**src/rtc_special_regs_pkg.sv**
```systemverilog
// Package: offsets, fields, reset values and timing for special registers
package rtc_special_regs_pkg;

  // Register read and write addresses
  localparam logic [7:0] CONTROL_RD_ADDR   = 8'h0F;
  localparam logic [7:0] CONTROL_WR_ADDR   = 8'h8F;
  localparam logic [7:0] STATUS_RD_ADDR    = 8'h10;
  localparam logic [7:0] CHARGER_RD_ADDR   = 8'h11;
  localparam logic [7:0] CHARGER_WR_ADDR   = 8'h91;
  localparam logic [7:0] ALARM_A_FIRST     = 8'h07;
  localparam logic [7:0] ALARM_A_LAST      = 8'h0A;
  localparam logic [7:0] ALARM_B_FIRST     = 8'h0B;
  localparam logic [7:0] ALARM_B_LAST      = 8'h0E;
  localparam logic [7:0] WRITE_FLAG_MASK   = 8'h80;

  // Control register fields
  localparam int WRITE_PROTECT_BIT = 6;
  localparam int TICK_ENABLE_BIT   = 2;
  localparam int IRQ_ENABLE_B_BIT  = 1;
  localparam int IRQ_ENABLE_A_BIT  = 0;

  // Charger register fields
  localparam int KEY_MSB = 7;
  localparam int KEY_LSB = 4;
  localparam int DIODE_MSB = 3;
  localparam int DIODE_LSB = 2;
  localparam int RES_MSB = 1;
  localparam int RES_LSB = 0;
  localparam logic [3:0] CHARGER_KEY_OPEN  = 4'hA;
  localparam logic [1:0] DIODE_ONE         = 2'h1;
  localparam logic [1:0] DIODE_TWO         = 2'h2;
  localparam logic [1:0] RES_OFF           = 2'h0;

  // Values after reset
  localparam logic [7:0] CHARGER_RESET     = 8'h5C;
  localparam logic       WRITE_PROTECT_RST = 1'b1;

  // Supply source encoding
  typedef enum logic [1:0] {
    SUPPLY_PRIMARY   = 2'b00,
    SUPPLY_SECONDARY = 2'b01,
    SUPPLY_BATTERY   = 2'b10
  } supply_t;

  // Pulse timing
  localparam int CLOCK_HZ         = 10_000_000;
  localparam int PULSE_TIME_US    = 62_500;
  localparam int PULSE_CYCLES     = (PULSE_TIME_US * (CLOCK_HZ / 1_000_000));
  localparam int PULSE_CNT_W      = 20;

endpackage : rtc_special_regs_pkg

```
**src/alarm_pulse_gen.sv**
```systemverilog
// Single active-high pulse of fixed length on a start strobe
`timescale 1ns/1ps
`default_nettype none
module alarm_pulse_gen
  import rtc_special_regs_pkg::*;
#(
  parameter int unsigned LENGTH = PULSE_CYCLES
) (
  // Clock and reset
  input  wire logic clock_i,
  input  wire logic srst_i,
  // Control
  input  wire logic start_i,
  input  wire logic enable_i,
  output logic      pulse_o
);

  logic [PULSE_CNT_W-1:0] remaining;
  wire                    running = (remaining != '0);
  wire                    last    = (remaining == PULSE_CNT_W'(1));

  // Disable forces output low and aborts a pulse in flight
  always_ff @(posedge clock_i) begin
    if (srst_i || !enable_i) begin
      remaining <= '0;
      pulse_o   <= 1'b0;
    end else if (start_i && !running) begin
      remaining <= PULSE_CNT_W'(LENGTH);
      pulse_o   <= 1'b1;
    end else if (running) begin
      remaining <= remaining - PULSE_CNT_W'(1);
      pulse_o   <= !last;
    end
  end

endmodule : alarm_pulse_gen
`default_nettype wire

```
**src/charger_decode.sv**
```systemverilog
// Trickle charger selection decode from the charger register
`timescale 1ns/1ps
`default_nettype none
module charger_decode
  import rtc_special_regs_pkg::*;
(
  input  wire logic [7:0] select_i,
  output logic            enable_o,
  output logic            two_diodes_o,
  output logic [1:0]      resistor_o
);

  wire [3:0] key   = select_i[KEY_MSB:KEY_LSB];
  wire [1:0] diode = select_i[DIODE_MSB:DIODE_LSB];
  wire [1:0] res   = select_i[RES_MSB:RES_LSB];

  wire key_ok   = (key == CHARGER_KEY_OPEN);
  wire diode_ok = (diode == DIODE_ONE) || (diode == DIODE_TWO);
  wire res_ok   = (res != RES_OFF);

  assign enable_o     = key_ok && diode_ok && res_ok;
  assign two_diodes_o = (diode == DIODE_TWO);
  assign resistor_o   = res;

endmodule : charger_decode
`default_nettype wire

```
**src/rtc_special_regs.sv**
```systemverilog
// Control, status and trickle charger registers of the serial clock
// Function
// - control read 0F, write 8F
// - write protect blocks register writes except to protect
// - protected control write changes only protect
// - tick enable drives or floats output
// - alarm A output low when flagged, enabled
// - alarm B disabled holds output low
// - alarm B flag gives 62.5 ms pulse
// - alarm A flag sets on any supply
// - alarm B flag sets off primary only
// - alarm A register visit clears flag
// - alarm B register visit clears flag
// - status read at 10, flags low bits
// - charger read 11, write 91
// - charger needs key 1010
// - charger resets to 5C, disabled
// - diode field one or two diodes
// - resistor field 2k 4k 8k
// - battery supply rejects all writes
// - secondary supply imposes no protection
// - match strobes set alarm flags
// - alarm A range 87 to 8A
// - alarm B range 8B to 8E
`timescale 1ns/1ps
`default_nettype none
module rtc_special_regs
  import rtc_special_regs_pkg::*;
#(
  parameter int unsigned PULSE_LENGTH = PULSE_CYCLES
) (
  // Clock and reset
  input  wire logic       clock_i,
  input  wire logic       srst_i,
  // Register port from the serial engine
  input  wire logic [7:0] reg_addr_i,
  input  wire logic       reg_visit_i,
  input  wire logic       reg_write_i,
  input  wire logic [7:0] reg_wdata_i,
  output logic [7:0]      reg_rdata_o,
  output logic            write_allowed_o,
  // Alarm comparison and time base
  input  wire logic       alarm_match_a_i,
  input  wire logic       alarm_match_b_i,
  input  wire logic       second_tick_i,
  // Supply switch
  input  wire logic [1:0] supply_source_i,
  // Pins
  output logic            second_tick_o,
  output logic            second_tick_oe_o,
  output logic            alarm_irq_out_a_n_o,
  output logic            alarm_irq_out_b_o,
  // Trickle charger controls
  output logic            charger_enable_o,
  output logic            charger_two_diodes_o,
  output logic [1:0]      charger_resistor_o
);

  // Register state
  logic       write_protect;
  logic       second_tick_output_enable;
  logic       alarm_irq_enable_a;
  logic       alarm_irq_enable_b;
  logic       alarm_flag_a;
  logic       alarm_flag_b;
  logic [7:0] charger_select;

  // Address decode, read direction ignores bit 7
  wire [7:0] rd_addr = reg_addr_i & ~WRITE_FLAG_MASK;
  wire       is_write_addr = (reg_addr_i & WRITE_FLAG_MASK) != 8'h00;

  wire on_battery = (supply_source_i == SUPPLY_BATTERY);
  // second flag needs non-primary; secondary has no lock
  wire off_primary = (supply_source_i == SUPPLY_SECONDARY) || on_battery;

  wire wr_ok = reg_write_i && is_write_addr && !on_battery;

  wire ctrl_wr    = wr_ok && (reg_addr_i == CONTROL_WR_ADDR);
  wire charger_wr = wr_ok && (reg_addr_i == CHARGER_WR_ADDR);

  // enables and charger frozen under protect
  wire ctrl_bits_wr = ctrl_wr && !write_protect;
  wire charger_upd  = charger_wr && !write_protect;

  wire in_alarm_a = reg_visit_i &&
                    (rd_addr >= ALARM_A_FIRST) && (rd_addr <= ALARM_A_LAST);
  wire in_alarm_b = reg_visit_i &&
                    (rd_addr >= ALARM_B_FIRST) && (rd_addr <= ALARM_B_LAST);

  wire set_a = alarm_match_a_i;
  wire set_b = alarm_match_b_i && off_primary;

  // Read mux, unmapped addresses return zero
  // spare control bits zero
  wire [7:0] ctrl_view = {1'b0, write_protect, 3'b000,
                          second_tick_output_enable,
                          alarm_irq_enable_b, alarm_irq_enable_a};
  wire [7:0] status_view = {6'b000000, alarm_flag_b, alarm_flag_a};
  wire       sel_ctrl    = (rd_addr == CONTROL_RD_ADDR);
  wire       sel_status  = (rd_addr == STATUS_RD_ADDR);
  wire       sel_charger = (rd_addr == CHARGER_RD_ADDR);
  wire [7:0] next_rdata  = sel_ctrl    ? ctrl_view :
                           sel_status  ? status_view :
                           sel_charger ? charger_select : 8'h00;

  // Protect bit stays writable so the host can unlock
  // protected write keeps enables
  always_ff @(posedge clock_i) begin
    if (srst_i) begin
      write_protect             <= WRITE_PROTECT_RST;
      second_tick_output_enable <= 1'b0;
      alarm_irq_enable_a        <= 1'b0;
      alarm_irq_enable_b        <= 1'b0;
    end else if (ctrl_wr) begin
      write_protect <= reg_wdata_i[WRITE_PROTECT_BIT];
      if (ctrl_bits_wr) begin
        second_tick_output_enable <= reg_wdata_i[TICK_ENABLE_BIT];
        alarm_irq_enable_b        <= reg_wdata_i[IRQ_ENABLE_B_BIT];
        alarm_irq_enable_a        <= reg_wdata_i[IRQ_ENABLE_A_BIT];
      end
    end
  end

  always_ff @(posedge clock_i) begin
    if (srst_i) begin
      alarm_flag_a <= 1'b0;
      alarm_flag_b <= 1'b0;
    end else begin
      alarm_flag_a <= set_a || (alarm_flag_a && !in_alarm_a);
      alarm_flag_b <= set_b || (alarm_flag_b && !in_alarm_b);
    end
  end

  always_ff @(posedge clock_i) begin
    if (srst_i) begin
      charger_select <= CHARGER_RESET;
    end else if (charger_upd) begin
      charger_select <= reg_wdata_i;
    end
  end

  // Pulse on rising edge of flag B only
  logic flag_b_seen;
  always_ff @(posedge clock_i) begin
    if (srst_i) begin
      flag_b_seen <= 1'b0;
    end else begin
      flag_b_seen <= alarm_flag_b;
    end
  end
  wire flag_b_rise = alarm_flag_b && !flag_b_seen;

  alarm_pulse_gen #(
    .LENGTH   (PULSE_LENGTH)
  ) i_alarm_pulse_gen (
    .clock_i  (clock_i),
    .srst_i   (srst_i),
    .start_i  (flag_b_rise),
    .enable_i (alarm_irq_enable_b),
    .pulse_o  (alarm_irq_out_b_o)
  );

  logic       dec_enable;
  logic       dec_two;
  logic [1:0] dec_res;

  charger_decode i_charger_decode (
    .select_i     (charger_select),
    .enable_o     (dec_enable),
    .two_diodes_o (dec_two),
    .resistor_o   (dec_res)
  );

  // Registered outputs
  always_ff @(posedge clock_i) begin
    if (srst_i) begin
      reg_rdata_o          <= 8'h00;
      write_allowed_o      <= 1'b0;
      second_tick_o        <= 1'b0;
      second_tick_oe_o     <= 1'b0;
      alarm_irq_out_a_n_o  <= 1'b1;
      charger_enable_o     <= 1'b0;
      charger_two_diodes_o <= 1'b0;
      charger_resistor_o   <= 2'b00;
    end else begin
      reg_rdata_o          <= next_rdata;
      write_allowed_o      <= !write_protect && !on_battery;
      second_tick_o        <= second_tick_i;
      second_tick_oe_o     <= second_tick_output_enable;
      // active low when flagged and enabled
      alarm_irq_out_a_n_o  <= !(alarm_flag_a && alarm_irq_enable_a);
      charger_enable_o     <= dec_enable;
      charger_two_diodes_o <= dec_two;
      charger_resistor_o   <= dec_res;
    end
  end

endmodule : rtc_special_regs
`default_nettype wire

```
**config.mk**
```make
export PLATFORM = sky130hd
export DESIGN_NAME = rtc_special_regs
export DESIGN_NICKNAME = d
export VERILOG_FILES = /design/src/rtc_special_regs_pkg.sv /design/src/alarm_pulse_gen.sv /design/src/charger_decode.sv /design/src/rtc_special_regs.sv
export SDC_FILE = /design/constraint.sdc
export NUM_CORES = 1
export LEC_CHECK = 0
export BUFFER_PORTS_ARGS = -buffer_cell sky130_fd_sc_hd__buf_2
export CORE_UTILIZATION = 49
export CTS_CLUSTER_DIAMETER = 120
export CTS_CLUSTER_SIZE = 24
export DETAILED_ROUTE_END_ITERATION = 12
export PLACE_DENSITY = 0.72
export SLEW_MARGIN = 20
export SYNTH_ARGS = -nofsm -noshare
export SYNTH_HDL_FRONTEND = slang
export SYNTH_SLANG_ARGS = --single-unit
```
**constraint.sdc**
```tcl
create_clock -name clock_i -period 2.2 [get_ports clock_i]
set_input_delay 0.11 -clock clock_i [delete_from_list [all_inputs] [get_ports clock_i]]
set_output_delay 0.11 -clock clock_i [all_outputs]
set_load 0.01 [all_outputs]
```
== Word level (Yosys, flattened, before mapping) ==
Cells that the tools add are included.

* $add $sub $neg: 1
* Magnitude comparators: 4
* Equality and inequality tests: 11
* Multiplexer cells: 7
* Bitwise operators: 1
* Reduce and logical (&&, ||, !) cells: 39

{| class="wikitable"
|+ Operator list
! kind !! number
|-
| $mux 20 || 2
|-
| $mux 7 || 3
|-
| $eq 20x1->1 const B || 1
|-
| $reduce_bool 20->1 || 1
|-
| $sub 20x1->20 const B || 1
|-
| $logic_and 1x1->1 || 19
|-
| $eq 8x8->1 const B || 2
|-
| $eq 7x5->1 const B || 2
|-
| $le 7x4->1 const B || 2
|-
| $logic_not 1->1 || 9
|-
| $eq 7x4->1 const B || 1
|-
| $ge 7x3->1 const B || 1
|-
| $ge 7x4->1 const B || 1
|-
| $logic_or 1x1->1 || 5
|-
| $eq 2x1->1 const B || 2
|-
| $eq 2x2->1 const B || 2
|-
| $eq 4x4->1 const B || 1
|-
| $reduce_bool 2->1 || 2
|-
| $reduce_or 4->1 || 1
|-
| $mux 1 || 2
|-
| $reduce_and 2->1 || 1
|-
| $reduce_or 2->1 || 1
|-
| $not 1->1 || 1
|}

* Bits in registers: 52
* Input bits: 25
* Output and inout bits: 17
* Word-level logic and storage cells: 83

== Longest topological paths before layout ==
* Depth in word-level cells: 6
* Depth in mapped cells: 8
* Mapped depth without buffers: 7

== Modules after synthesis ==
From an unflattened synthesis, not the netlist that was laid out.

* Cell total of the unflattened synthesis: 256
* Area total of the unflattened synthesis: 2486.1 sq um

{| class="wikitable"
|+ Modules (own cells, without submodules)
! module !! instances !! cells each !! area each (sq um) !! seq. area each (sq um)
|-
| alarm_pulse_gen || 1 || 136 || 1252.5 || 420.4
|-
| rtc_special_regs || 1 || 113 || 1166.1 || 620.6
|-
| charger_decode || 1 || 7 || 67.6 || 0.0
|}

== Worst setup path after synthesis ==
Ideal clock, no wire load.

* Path kind: register to register
* Start point: register i_alarm_pulse_gen.remaining[8]
* End point: register i_alarm_pulse_gen.remaining[1]
* Library setup time: 0.123 ns
* Data arrival time: 2.365 ns
* Required time: 2.077 ns
* Path slack: -0.288 ns
* Stages on the path, launching flop included: 9
* Buffers on the path: 3
* Clock period less this slack: 2.488 ns
* Path through: dfxtp_1 -> or4_1 -> buf_2 -> or4b_4 -> buf_6 -> nor4_4 -> or2_1 -> buf_4 -> a211oi_1

* Word-level cells in the longest chain between the ends: 4

{| class="wikitable"
|+ RTL lines
! element !! RTL line !! source
|-
| from (decl) || alarm_pulse_gen.sv:18 || <nowiki>logic [PULSE_CNT_W-1:0] remaining;</nowiki>
|-
| from (signal assigned) || alarm_pulse_gen.sv:28 || <nowiki>remaining <= PULSE_CNT_W'(LENGTH);</nowiki>
|-
| from (signal assigned) || alarm_pulse_gen.sv:31 || <nowiki>remaining <= remaining - PULSE_CNT_W'(1);</nowiki>
|-
| $reduce_bool 20->1 * || alarm_pulse_gen.sv:19 || <nowiki>wire running = (remaining != '0);</nowiki>
|-
| $logic_not 1->1 || alarm_pulse_gen.sv:27 || <nowiki>end else if (start_i && !running) begin</nowiki>
|-
| $logic_and 1x1->1 || alarm_pulse_gen.sv:27 ||
|-
| $reduce_or 2->1 (no line) || -- ||
|}

Mark *: on every way between the ends. The rest lies on a longest branch, timed or not.
A chain may end at the register's enable or synchronous reset.

== Worst setup path in the final report ==
* Start point: register i_alarm_pulse_gen.remaining[10]
* End point: register i_alarm_pulse_gen.remaining[15]

* Word-level cells in the longest chain between the ends: 4
* Elaborated cells between the ends (all ways): 7
* Those cells by class: add/sub: 1; mux: 2; reduce/logical: 4

{| class="wikitable"
|+ RTL lines
! element
|-
| parallel branches: the longest is 4 deep, another holds $sub 20x1->20
|}

Several ways; the timed one is not identified. The select of a mux whose other input is x is not followed.

==> flow_summary.json <==
{
  "outcome": "complete, but fails checks",
  "violations": "negative setup slack",
  "drt_iter0_drc": 100,
  "clock-sinks": 52,
  "gr-total-overflow": 0,
  "gp_congestion": 0.846,
  "synth-edff-count": 0,
  "finalHoldViolations": 0,
  "startpoint_type": "flip-flop",
  "drive_above_1_share_pct": 30.3,
  "cp-end-kind": "flip-flop",
  "wl_met2_mm": 2.09,
  "grt_max_degree": 29,
  "antenna_found_initial": 0,
  "grt_pass1_vias": 1806,
  "core_um2": 4350,
  "cp_max_fo": 6,
  "antenna_left": 0,
  "skew_ps": 6.42,
  "hp-class": "in -> reg",
  "first_pass_iters": 4,
  "ys_types": 44,
  "crit_required_ps": 2430,
  "cts_tree": "built",
  "dp_hpwl_mm": 3.30,
  "synth_seq_area_share_pct": 46.7,
  "wl_met1_mm": 2.31,
  "min_period_ps": 2200,
  "drc": 0,
  "ys.flop_type": "dfxtp_1",
  "area_growth_pct": 25.8,
  "die_area_um2": 4820,
  "reg2reg_slack_ps": -1,
  "slew_headroom_pct": 66.2,
  "setup-tns-final_ps": -1.10,
  "ys_warn_count": 0,
  "placedCellCount": 348,
  "peakVddDrop_mv": 0.319,
  "dr_total_vias": 1920,
  "clock.fmax_mhz": 454,
  "n_antenna_cell": 0,
  "drv_slew": 0,
  "clock_latency_ps": 310,
  "syn_area_per_cell_um2": 9.21,
  "io_pins": 42,
  "synth-seq-cells": 52,
  "total_power_mw": 1.58,
  "maxCapViolCount": 0,
  "period_share_pct": 100,
  "vias_per_cell": 5.35,
  "wl_per_cell_um": 13.1,
  "synth-async-reset-ratio_pct": 0,
  "cts_buffer_depth": 2,
  "rsz0062_at_grt": "true",
  "portBuffers": 41,
  "final_cells": 359,
  "wl_met3_um": 210,
  "die_y_um": 69.4,
  "routed_wl_mm": 4.70,
  "start_util_pct": 51.2,
  "syn_nets": 272,
  "nNetsFinal": 336,
  "root_buffer": "clkbuf_8",
  "crit_type": "reg -> reg",
  "grt_first_pass_wirelength_mm": 8.06,
  "grt_usage_pct": 20.8,
  "arrival_ps": 2430,
  "pre_cts_ws_ps": -32.2,
  "cts_buffers": 5,
  "netlist_area_um2": 2230,
  "cts_max_level": 2,
  "dieWidth_um": 69.4,
  "cts.reportedPaths.clkPinSlew_ps": 90,
  "synthCells": 242,
  "worst_pin_slew_ps": 500,
  "setup_ws_ps": -1.10,
  "power_density_nw_per_um2": 564,
  "rows": 24,
  "top_layer_used": "met4",
  "finalSetupViolations": 1,
  "p_leak_nw": 1.25
}
power breakdown:
group | internal, mW | total (mW) | switching, mW
combinational | 0.0430 | 0.0851 | 0.0421
sequential | 0.946 | 0.949 | 0.00300
clock | 0.227 | 0.548 | 0.322
state kept, by name (all words and copies together) (netlist names):
register and count:
charger_enable_o 1, alarm_flag_a 1, i_alarm_pulse_gen.pulse_o 1, alarm_irq_enable_b 1, second_tick_output_enable 1, second_tick_oe_o 1
charger_select 8, charger_two_diodes_o 1, write_protect 1, reg_rdata_o 8, i_alarm_pulse_gen.remaining 20, alarm_flag_b 1
charger_resistor_o 2, second_tick_o 1, write_allowed_o 1, alarm_irq_enable_a 1, alarm_irq_out_a_n_o 1, flag_b_seen 1
cells in the mapped netlist, drive strengths merged (3+ instances only):
cell	instances	share of area (%)
a311oi	4	1.6
nor2	38	6.4
nor3	18	4.0
mux2i	9	4.0
a211oi	9	3.3
nor2b	7	2.0
nand3	4	0.90
buf	3	1.1
clkbuf	8	1.4
nor4	9	3.2
and2	5	1.4
nand2b	3	0.84
xnor2	6	2.4
or4	3	1.0
inv	10	1.7
or4b	4	2.0
a21oi	7	1.6
dfxtp	52	47
a211o	4	1.6
or3	4	1.1
ha	5	2.8
nand2	8	1.3
what timing repair did:
| action | CTS | global route |
|---|---|---|
| pin swaps | 1 | 6 |
| setup endpoints to repair | 5 | 18 |
| gates resized for setup | 3 | 9 |
| buffers inserted | 0 | 2 |
| hold buffers | 1 | 0 |
| hold endpoints to repair | 1 | 0 |
metal layers:
layer / vias up / GRT usage [%]
met5: - / 0
met4: 0 / 9.98
met3: 11 / 4.94
met2: 49 / 30.5
met1: 865 / 28.6
li1: 995 / -
layout by cell type, fill, tap and decap left out, drive strengths merged, types with 2 or more instances in the layout:
master,count
buf,67
dfxtp,52
nor2,38
nor3,18
inv,10
mux2i,9
nor4,9
a211oi,9
nand2,8
nor2b,7
a21oi,7
xnor2,6
clkbuf,6
ha,5
and2,5
nand3,4
a211o,4
or4b,4
a311oi,4
or3,4
nand2b,3
or4,3
nor4b,2
o21ai,2
nand4,2
nand3b,2
a22o,2
mux2,2
a22oi,2
kinds of logic (layout without fill, tap and decap cells):
| group | after synthesis | after routing | synth area share (%) |
|---|---|---|---|
| fa+ha+maj | 5 | 5 | 2.81 |
| mux | 11 | 11 | 5.05 |
| buf+inv | 21 | 86 | 4.16 |
| compound gates | 35 | 35 | 11.7 |
| simple gates | 112 | 112 | 27.2 |
| xor+xnor | 6 | 6 | 2.36 |
| flops | 52 | 52 | 46.7 |
final cells by class:
class | count | area (um^2)
Tap cell | 52 | 65.1
Fill cell | 375 | 1550
Timing Repair Buffer | 68 | 422
Clock buffer | 6 | 72.6
Clock inverter | 2 | 16.3
Inverter | 10 | 37.5
Multi-Input combinational cell | 169 | 1150
Sequential cell | 52 | 1040
worst max-delay path, cell delays in order, from the launching register on:
cell and delay [ps]:
dfxtp_2 330, or4_4 530, or4b_4 510, buf_6 150, nor4_4 160, buf_4 200, a311oi_1 50, nor3_1 200
final timing paths:
kind / start / endpoint / cells after the start
worst max-delay path: i_alarm_pulse_gen.remaining[10] / i_alarm_pulse_gen.remaining[15] / 7
worst max register to register: i_alarm_pulse_gen.remaining[10] / i_alarm_pulse_gen.remaining[15] / 7
worst min register to register: alarm_flag_a / alarm_irq_out_a_n_o / 1
worst min-delay path: second_tick_i / second_tick_o / 2
stage by stage:
step	area, um^2	util [%]	hold WS [ps]
final	2800	64.4	17.8
after floorplan	2260	-	227
after global routing	2800	64.4	23.9
after CTS	2750	63.2	15.0
after detailed placement	2640	60.6	327
after global placement	2640	60.6	323
Power figures use the tool's default switching activity.
